## config.mk

```make
export PLATFORM = sky130hd
export DESIGN_NAME = gpio_ports
export DESIGN_NICKNAME = d
export VERILOG_FILES = /design/src/hw/gpio_pkg.sv /design/src/hw/reg_access_if.sv /design/src/hw/gpio_ports.sv /design/src/hw/pin_sync.sv /design/src/hw/wb_reg_slave.sv
export VERILOG_INCLUDE_DIRS = /design/src /design/src/hw
export SDC_FILE = /design/constraint.sdc
export NUM_CORES = 1
export LEC_CHECK = 0
export BUFFER_PORTS_ARGS = -buffer_cell sky130_fd_sc_hd__buf_4
export CORE_MARGIN = 2
export CORE_UTILIZATION = 53
export CTS_BUF_LIST = sky130_fd_sc_hd__clkbuf_4
export DETAILED_ROUTE_END_ITERATION = 16
export PLACE_DENSITY = 0.87
export RECOVER_POWER = 50
export SYNTH_ARGS = -nofsm -noshare
export SYNTH_HDL_FRONTEND = slang
export SYNTH_SLANG_ARGS = --single-unit
```

## constraint.sdc

```tcl
create_clock -name clk_i -period 3.17 [get_ports clk_i]
set_input_delay 0.634 -clock clk_i [delete_from_list [all_inputs] [get_ports clk_i]]
set_output_delay 0.634 -clock clk_i [all_outputs]
set_load 0.005 [all_outputs]
```

## src/hw/gpio_regs.svh

```systemverilog
// register indices, field positions, reset values of the gpio block
//
// Notes on behaviour
// - small port pins 3,1,0 output when direction bit is one, else input
// - small port input: latch 1 enables pull-up; output drives latch push-pull
// - control bit 2 enables the extra sink driver on the led pin
// - control bits 7..4 are read-only and always read zero
// - reset tri-states every pin at once, clock not needed; led_boost_o clears only on a clock edge in reset
// - small pin-read address returns pin levels, data address returns latch
// - led pin is always an output, has no direction, its pin bit reads zero
// - every pin passes synchronising flops before reads or internal use
// - input port: eight input-only pins, read-only pin-read address
// - one control bit switches all eight input port pull-ups
// - an enabled alternate function forces that pin's pull-up off
// - all input pins feed the low-level detector unless overridden
// - ext irq one or zero enabled: pin 4 or 3 loses pull-up and detection
// - timer counting on pin 2: pin 2 loses pull-up and detection
// - comparator enabled: pins 1 and 0 lose pull-up and detection
// - third port 8 bits bidirectional, data and direction reset zero
// - third port pin output when its direction bit is one, else input
// - third port input: data 1 pull-up, 0 floats; output drives push-pull
// - third port data address reads latch, pin-read address reads pins
// - small port output reaches pins one cycle later than other ports
// - small port data low four bits rw, led bit resets one, others zero
`ifndef GPIO_REGS_SVH
`define GPIO_REGS_SVH

// ----------------------------------------------------------------
// register indices (byte address is four times the index)
// ----------------------------------------------------------------
`define IDX_THIRD_PIN_LEVELS 6'h10
`define IDX_THIRD_DIRECTION 6'h11
`define IDX_THIRD_LATCH 6'h12
`define IDX_INPUT_PIN_LEVELS 6'h16
`define IDX_SMALL_PIN_LEVELS 6'h19
`define IDX_SMALL_CONTROL 6'h1a
`define IDX_SMALL_LATCH 6'h1b
`define IDX_INPUT_CONTROL 6'h30

// ----------------------------------------------------------------
// field positions
// ----------------------------------------------------------------
`define SMALL_DIR0_BIT 0
`define SMALL_DIR1_BIT 1
`define SMALL_BOOST_BIT 2
`define SMALL_DIR3_BIT 3
`define SMALL_LED_BIT 2
`define INPUT_PULLUP_BIT 0

// ----------------------------------------------------------------
// reset values
// ----------------------------------------------------------------
`define RST_SMALL_LATCH 4'h4
`define RST_SMALL_OE 4'h4
`define RST_SMALL_CONTROL 4'h0
`define RST_THIRD 8'h00
`define RST_INPUT_PULLUP 1'b0

`endif

```

## src/hw/gpio_pkg.sv

```systemverilog
// types shared by the gpio block
package gpio_pkg;
    typedef logic [7:0] byte_t;
    typedef logic [5:0] reg_index_t;
    typedef logic [3:0] nibble_t;
endpackage

```

## src/hw/reg_access_if.sv

```systemverilog
// register access carrier between bus slave and port core
`timescale 1ns/1ps
interface reg_access_if;
    import gpio_pkg::*;
    logic wr;
    reg_index_t idx;
    byte_t wdata;
    byte_t rdata;
    modport bus (output wr, output idx, output wdata, input rdata);
    modport core (input wr, input idx, input wdata, output rdata);
endinterface

```

## src/hw/gpio_ports.sv

```systemverilog
// three-port gpio block: small port, input port, third port
`timescale 1ns/1ps
`include "gpio_regs.svh"
module gpio_ports import gpio_pkg::*; (
    input wire logic clk_i,
    input wire logic rst_i,
    input wire logic wb_cyc_i,
    input wire logic wb_stb_i,
    input wire logic wb_we_i,
    input wire logic [7:0] wb_adr_i,
    input wire logic [3:0] wb_sel_i,
    input wire logic [31:0] wb_dat_i,
    output logic [31:0] wb_dat_o,
    output logic wb_ack_o,
    input wire logic [3:0] small_pin_i,
    output logic [3:0] small_pin_o,
    output logic [3:0] small_pin_oe_o,
    output logic [3:0] small_pullup_o,
    output logic led_boost_o,
    input wire logic [7:0] input_pin_i,
    output logic [7:0] input_pullup_o,
    input wire logic ext_irq_one_en_i,
    input wire logic ext_irq_zero_en_i,
    input wire logic timer_count_sel_i,
    input wire logic comparator_en_i,
    output logic [7:0] input_sync_o,
    output logic [3:0] small_sync_o,
    output logic [7:0] third_sync_o,
    output logic low_level_o,
    input wire logic [7:0] third_pin_i,
    output logic [7:0] third_pin_o,
    output logic [7:0] third_pin_oe_o,
    output logic [7:0] third_pullup_o
);
    // ----------------------------------------------------------------
    // registers
    // ----------------------------------------------------------------
    nibble_t small_port_output_latch;
    nibble_t small_port_control;
    byte_t third_port_direction;
    byte_t third_port_output_latch;
    logic input_port_pullup_enable;

    // ----------------------------------------------------------------
    // pin-side flops
    // ----------------------------------------------------------------
    nibble_t small_out_q;
    nibble_t small_oe_q;
    nibble_t small_pull_q;
    byte_t input_pull_q;
    byte_t third_oe_q;
    byte_t third_pull_q;
    logic low_q;

    // ----------------------------------------------------------------
    // synchronised pin levels
    // ----------------------------------------------------------------
    nibble_t small_sync;
    byte_t input_sync;
    byte_t third_sync;
    byte_t alt_active;
    byte_t next_input_pull;
    nibble_t small_dir;
    nibble_t next_small_pull;

    reg_access_if ra ();

    wb_reg_slave u_bus (
        .clk_i(clk_i),
        .rst_i(rst_i),
        .cyc_i(wb_cyc_i),
        .stb_i(wb_stb_i),
        .we_i(wb_we_i),
        .adr_i(wb_adr_i),
        .sel_i(wb_sel_i),
        .dat_i(wb_dat_i),
        .dat_o(wb_dat_o),
        .ack_o(wb_ack_o),
        .ra(ra)
    );

    pin_sync #(.W(4)) u_small_sync (
        .clk_i(clk_i),
        .rst_i(rst_i),
        .d_i(small_pin_i),
        .q_o(small_sync)
    );

    pin_sync #(.W(8)) u_input_sync (
        .clk_i(clk_i),
        .rst_i(rst_i),
        .d_i(input_pin_i),
        .q_o(input_sync)
    );

    pin_sync #(.W(8)) u_third_sync (
        .clk_i(clk_i),
        .rst_i(rst_i),
        .d_i(third_pin_i),
        .q_o(third_sync)
    );

    // ----------------------------------------------------------------
    // register writes
    // ----------------------------------------------------------------
    always_ff @(posedge clk_i) begin
        if (rst_i) begin
            small_port_output_latch <= `RST_SMALL_LATCH;
        end else if (ra.wr && ra.idx == `IDX_SMALL_LATCH) begin
            small_port_output_latch <= ra.wdata[3:0];
        end
    end

    always_ff @(posedge clk_i) begin
        if (rst_i) begin
            small_port_control <= `RST_SMALL_CONTROL;
        end else if (ra.wr && ra.idx == `IDX_SMALL_CONTROL) begin
            // upper bits are not stored
            small_port_control <= ra.wdata[3:0];
        end
    end

    always_ff @(posedge clk_i) begin
        if (rst_i) begin
            third_port_direction <= `RST_THIRD;
        end else if (ra.wr && ra.idx == `IDX_THIRD_DIRECTION) begin
            third_port_direction <= ra.wdata;
        end
    end

    always_ff @(posedge clk_i) begin
        if (rst_i) begin
            third_port_output_latch <= `RST_THIRD;
        end else if (ra.wr && ra.idx == `IDX_THIRD_LATCH) begin
            third_port_output_latch <= ra.wdata;
        end
    end

    always_ff @(posedge clk_i) begin
        if (rst_i) begin
            input_port_pullup_enable <= `RST_INPUT_PULLUP;
        end else if (ra.wr && ra.idx == `IDX_INPUT_CONTROL) begin
            input_port_pullup_enable <= ra.wdata[`INPUT_PULLUP_BIT];
        end
    end

    // ----------------------------------------------------------------
    // register reads; pin-read addresses have no write path
    // ----------------------------------------------------------------
    always_comb begin
        if (ra.idx == `IDX_SMALL_PIN_LEVELS) begin
            // led pin level is synchronised but reads zero
            ra.rdata = {4'h0, small_sync[3], 1'b0, small_sync[1:0]};
        end else if (ra.idx == `IDX_SMALL_LATCH) begin
            ra.rdata = {4'h0, small_port_output_latch};
        end else if (ra.idx == `IDX_SMALL_CONTROL) begin
            ra.rdata = {4'h0, small_port_control};
        end else if (ra.idx == `IDX_INPUT_PIN_LEVELS) begin
            ra.rdata = input_sync;
        end else if (ra.idx == `IDX_THIRD_PIN_LEVELS) begin
            ra.rdata = third_sync;
        end else if (ra.idx == `IDX_THIRD_DIRECTION) begin
            ra.rdata = third_port_direction;
        end else if (ra.idx == `IDX_THIRD_LATCH) begin
            ra.rdata = third_port_output_latch;
        end else if (ra.idx == `IDX_INPUT_CONTROL) begin
            ra.rdata = {7'h00, input_port_pullup_enable};
        end else begin
            ra.rdata = 8'h00;
        end
    end

    // ----------------------------------------------------------------
    // small port drive, one stage behind the latch
    // ----------------------------------------------------------------
    always_comb begin
        small_dir = small_port_control;
        // the led pin has no direction bit, it always drives
        small_dir[`SMALL_LED_BIT] = 1'b1;
        next_small_pull = ~small_dir & small_port_output_latch;
    end

    // extra stage gives the small port its documented one-cycle lag
    always_ff @(posedge clk_i) begin
        if (rst_i) begin
            small_out_q <= `RST_SMALL_LATCH;
            // led pin drives from the first cycle after reset
            small_oe_q <= `RST_SMALL_OE;
            small_pull_q <= 4'h0;
            led_boost_o <= 1'b0;
        end else begin
            small_out_q <= small_port_output_latch;
            small_oe_q <= small_dir;
            small_pull_q <= next_small_pull;
            led_boost_o <= small_port_control[`SMALL_BOOST_BIT];
        end
    end

    assign small_pin_o = small_out_q;
    // enables are gated by reset directly so pins float without a clock
    assign small_pin_oe_o = small_oe_q & {4{~rst_i}};
    assign small_pullup_o = small_pull_q & {4{~rst_i}};

    // ----------------------------------------------------------------
    // input port pull-ups and low-level detector
    // ----------------------------------------------------------------
    always_comb begin
        alt_active = {3'b000, ext_irq_one_en_i, ext_irq_zero_en_i,
                      timer_count_sel_i,
                      comparator_en_i, comparator_en_i};
        next_input_pull = {8{input_port_pullup_enable}} & ~alt_active;
    end

    always_ff @(posedge clk_i) begin
        if (rst_i) begin
            input_pull_q <= 8'h00;
        end else begin
            input_pull_q <= next_input_pull;
        end
    end

    assign input_pullup_o = input_pull_q & {8{~rst_i}};

    always_ff @(posedge clk_i) begin
        if (rst_i) begin
            low_q <= 1'b0;
        end else begin
            // a pin taken by an alternate function never flags low
            low_q <= |(~input_sync & ~alt_active);
        end
    end

    assign low_level_o = low_q;

    // ----------------------------------------------------------------
    // third port drive
    // ----------------------------------------------------------------
    always_ff @(posedge clk_i) begin
        if (rst_i) begin
            third_oe_q <= 8'h00;
            third_pull_q <= 8'h00;
        end else begin
            third_oe_q <= third_port_direction;
            third_pull_q <= ~third_port_direction & third_port_output_latch;
        end
    end

    assign third_pin_o = third_port_output_latch;
    assign third_pin_oe_o = third_oe_q & {8{~rst_i}};
    assign third_pullup_o = third_pull_q & {8{~rst_i}};

    // ----------------------------------------------------------------
    // synchronised levels for internal consumers
    // ----------------------------------------------------------------
    assign input_sync_o = input_sync;
    assign small_sync_o = {small_sync[3], 1'b0, small_sync[1:0]};
    assign third_sync_o = third_sync;
endmodule

```

## src/hw/pin_sync.sv

```systemverilog
// two-stage synchroniser for a group of pins
`timescale 1ns/1ps
module pin_sync #(
    parameter int W = 8
) (
    input wire logic clk_i,
    input wire logic rst_i,
    input wire logic [W-1:0] d_i,
    output logic [W-1:0] q_o
);
    logic [W-1:0] meta;

    // first stage feeds only the second
    always_ff @(posedge clk_i) begin
        if (rst_i) begin
            meta <= '0;
            q_o <= '0;
        end else begin
            meta <= d_i;
            q_o <= meta;
        end
    end
endmodule

```

## src/hw/wb_reg_slave.sv

```systemverilog
// classic wishbone slave turning bus cycles into register accesses
`timescale 1ns/1ps
module wb_reg_slave import gpio_pkg::*; (
    input wire logic clk_i,
    input wire logic rst_i,
    input wire logic cyc_i,
    input wire logic stb_i,
    input wire logic we_i,
    input wire logic [7:0] adr_i,
    input wire logic [3:0] sel_i,
    input wire logic [31:0] dat_i,
    output logic [31:0] dat_o,
    output logic ack_o,
    reg_access_if.bus ra
);
    logic req;

    assign req = cyc_i & stb_i;
    assign ra.idx = adr_i[7:2];
    assign ra.wdata = dat_i[7:0];
    // write lands on the edge where the master samples ack
    assign ra.wr = req & we_i & ack_o & sel_i[0];

    // ----------------------------------------------------------------
    // one-cycle answer
    // ----------------------------------------------------------------
    always_ff @(posedge clk_i) begin
        if (rst_i) begin
            ack_o <= 1'b0;
        end else begin
            ack_o <= req & ~ack_o;
        end
    end

    always_ff @(posedge clk_i) begin
        if (rst_i) begin
            dat_o <= 32'h0000_0000;
        end else if (req & ~ack_o & ~we_i) begin
            dat_o <= {24'h00_0000, ra.rdata};
        end
    end
endmodule

```

==> results by stage <==
GRT:
- The initial antenna violation count is 0.
- Global routing consumed, on the met2 layer, 34.7% of the routing resources.
- For met3 alone, demand over resource in global routing was 3.32%.
- For this run the aggregate overflow at the end of global routing stands at 0.
- The pin count of the biggest net entering global routing is 52.
- Global routing used 21.4% of the available tracks.
- The number of global-route vias before repair is 2842.
- The highest-utilization routing layer at the global route stage is met2.
- For met1 alone, demand over resource in global routing was 28.1%.
- The first global-routing pass estimated 14200 um of wire.

Drt:
- The number of vias in the routed layout is 3091.
- After detailed routing, the average wire length per cell comes to 14.5 um.
- The detail route stage leaves a number of antenna-violating nets equal to 0.
- In the routed design, unresolved DRC markers number 0.
- The total routed wirelength is 8950 um.
- The detailed router finished its first iteration with 205 violations.
- Using the TritonRoute via totals, the vias-per-cell ratio works out to 5.00.
- For this run, the detailed router's first-pass iteration total came to 4.

Worst setup path:
- The data arrival time of the worst path is 2640 ps.
- Along the worst path, the maximum fanout reaches 51.
- The worst setup path startpoint is rst_i.
- The kind of cell with the highest combined delay along the critical path is buffers and inverters.
- The cell with the largest stage delay on the worst path is clkbuf_1.
- Data on the critical path is required at its endpoint by 3520 ps.
- Counting both buffers and inverters, the worst setup path holds a total of 2.
- The launch instance of the worst register-to-register path is u_bus.ack_o.
- In this design, the stage delay of the slowest critical-path cell is 1260 ps.
- STA classifies the critical path endpoint as a register.
- The most frequent cell on the critical path is nor2b_1.
- The signal on the critical path passes through buf_4 -> clkbuf_1 -> nor2b_1 -> nor2b_1.
- The worst setup path is launched from an input port.
- The worst setup path is of the input port to register kind.

Floorplanning:
- In this run the standard cell core region covers 7330 sq um.
- The vertical die dimension is 91.5 um.
- After floorplanning, the core was divided into 31 placement rows.
- For this configuration, the core starts out at a cell density of 55.4%.
- The floorplan step set the die width to 91.5 um.
- In this run the count of I/O pins placed on the die edge is 172.
- The die outline area is 8380 sq um.

Outcome:
- The final reports fail on capacitance limit, slew limit.
- The run finished, with violations left.

STA:
- The final-report hold violation count is 0.
- The final cycle utilization of the critical path is 72.3%.
- The final number of max-transition violations is 41.
- The final period demand of the worst path is 2290 ps.
- The worst pin sits at a relative slew slack of -11.2%.
- Summed over all failing endpoints, the final setup total negative slack is 0 ps.
- Setup repair after global routing left no endpoint under its margin.
- Across all hold checks on the routed design, the worst slack comes to 381 ps.
- The setup-violating endpoint count in the final report is 0.
- Clock skew on the completed layout was measured at 17.3 ps.
- For the pin with the worst max-slew slack, the measured transition is 1670 ps.
- The maximum clock frequency is 436 MHz.

Synth:
- A synthesized cell averages 9.85 sq um.
- The primary flip-flop cell chosen by synthesis mapping is dfxtp_1.
- The Yosys step of the flow raised 0 warnings.
- The portion of the post-synthesis area used by sequential elements is 51.8%.
- The number of enable-type register cells in the synthesized netlist is 0.
- Counting flops and latches in the post-synthesis netlist gives 105.
- The count of different cell masters after synthesis is 45.
- Summing every instance area after synthesis gives 4060 sq um.
- The gate count of the mapped netlist is 412.
- The fraction of synthesis flops using an asynchronous set or reset pin is 0%.

Clocking:
- Gates resized during post-CTS repair numbered 0.
- At the later pin of the worst-skew pair, clock insertion delay measures 430 ps.
- The number of levels the H-tree was split into is 3.
- Counting every sink on the clock net gives 105.
- TritonCTS built the clock tree.
- Clock-pin slew was measured on the worst setup and hold paths at 140 ps.
- Counting the buffers created by CTS gives 9.
- The clock tree root buffer cell is clkbuf_4.
- The maximum buffer depth of the clock tree is 2.
- In this run the post-CTS setup repair buffer count came out at 0.
- The cts-stage hold buffer count is 0.

Placement:
- The global placer's final weighted congestion is 0.860.
- The HPWL after detailed placement is 6830 um.
- Including well taps, the total number of placed cells is 602.
- The count of buffers from port buffering is 115.

Finish:
- Excluding fillers, the count of instances in the completed layout stands at 618.
- 0 antenna diodes ended up in the layout.
- In the final design database the tool counted 587 nets.
- The area growth from synthesis to layout is 21.2%.
- Of the cells placed in the final design, the portion with a size suffix greater than 1 is 26.6%.
- Fill cells in the final layout number 578.

Pwr:
- The worst-case vdd ir drop is 250 uV.
- The power density of the placed cells is 422 nW/um^2.
- The leakage dissipation is 2.22 nW.
- The power consumption is 2.08 mW.

Worst hold path:
- The worst hold path belongs to the class input port to register.
- The launch instance of the worst min-delay path is ext_irq_zero_en_i.

Job:
- Max-cap violations in this run came to 1.
-- metrics by stage --
stage / util, % / setup WS (ps) / instance area, sq um
finish: 67.1 / 877 / 4920
global route: 67.1 / 601 / 4920
CTS: 67.4 / 1030 / 4940
detailed placement: 65.9 / 811 / 4830
global placement: 65.9 / 842 / 4830
floorplan: - / 1110 / 4150
-- logic make-up (layout without fill, tap and decap cells) --
| group | after synthesis | after routing | share of synthesized area [%] |
|---|---|---|---|
| compound gates | 46 | 46 | 7.67 |
| simple gates | 174 | 174 | 24.7 |
| buf+inv | 57 | 139 | 8.63 |
| xor+xnor | 1 | 1 | 0.216 |
| flops | 105 | 105 | 51.8 |
| other cells | 1 | 26 | 0.0924 |
| mux | 28 | 28 | 6.90 |
-- registers in the layout, summed over array words and instances (netlist names), 3 cells and up --
register / flops
u_input_sync.q_o: 8
third_port_direction: 8
u_small_sync.meta: 3
u_third_sync.meta: 8
third_pin_o: 8
u_bus.dat_o: 8
small_port_output_latch: 4
third_oe_q: 8
small_pull_q: 3
small_pin_o: 4
u_small_sync.q_o: 3
input_pull_q: 5
small_port_control: 4
small_oe_q: 3
u_third_sync.q_o: 8
u_input_sync.meta: 8
third_pull_q: 8
-- cell usage in the layout (no fill, tap or decap), drive strengths merged, types with 2 or more instances in the layout --
cell / netlist / layout
dfxtp: 105 / 105
nor2: 38 / 38
nand3: 8 / 8
a22oi: 4 / 4
nor3: 7 / 7
inv: 5 / 5
o21ai: 9 / 9
and3: 2 / 2
buf: 38 / 98
nand2: 13 / 13
and4bb: 3 / 3
a221oi: 5 / 5
a21oi: 17 / 17
o32ai: 2 / 2
nor2b: 85 / 85
nand4: 2 / 2
a22o: 2 / 2
nor3b: 5 / 5
nand2b: 3 / 3
mux2i: 28 / 28
clkinv: 0 / 6
conb: 1 / 26
clkbuf: 14 / 30
and2: 3 / 3
-- Yosys cell counts (2+ instances only) --
cell	number	area [sq um]
dfxtp_1	105	2100
nor2b_1	85	532
nor2_1	38	143
buf_4	29	218
mux2i_1	28	280
a21oi_1	17	85.1
clkbuf_1	14	52.6
nand2_1	13	48.8
o21ai_0	8	40.0
nand3_1	6	30.0
nor3_1	6	30.0
inv_1	5	18.8
nor3b_1	5	37.5
a221oi_1	4	35.0
a22oi_1	4	30.0
buf_2	4	20.0
buf_6	3	33.8
nand2b_1	3	18.8
a22o_1	2	17.5
and2_1	2	12.5
and3_1	2	12.5
and4bb_2	2	25.0
buf_1	2	7.51
nand3_2	2	20.0
nand4_1	2	12.5
o32ai_1	2	17.5
-- path summary, 6_finish.rpt --
kind	endpoint	slack (ps)	cells past startpoint
worst max-delay path	small_pull_q[0]	880	4
worst min-delay path	input_pull_q[3]	380	2
worst max register to register	u_bus.dat_o[0]	1220	5
worst min register to register	u_small_sync.q_o[3]	460	1
-- metal layers --
metal  vias to the layer above  wire, um
met1                      1433      3920
met4                         0       133
li1                       1520         -
met3                        11       614
met5                         -         0
met2                       127      4280
-- power by group --
part           internal (mW)  switching (mW)
sequential              1.34          0.0118
combinational         0.0737          0.0829
clock                  0.166           0.398
total                   1.58           0.492
-- area by class of cell --
| type | instances | area (sq um) | area share (%) |
|---|---|---|---|
| Multi-Input combinational cell | 275 | 1700 | 34.6 |
| Timing Repair Buffer | 118 | 863 | 17.5 |
| Sequential cell | 105 | 2100 | 42.7 |
| Clock inverter | 6 | 35.0 | 0.712 |
| Clock buffer | 10 | 75.1 | 1.53 |
| Tap cell | 99 | 124 | 2.52 |
| Inverter | 5 | 18.8 | 0.381 |
Note: power is estimated with default switching activity, not from simulation.
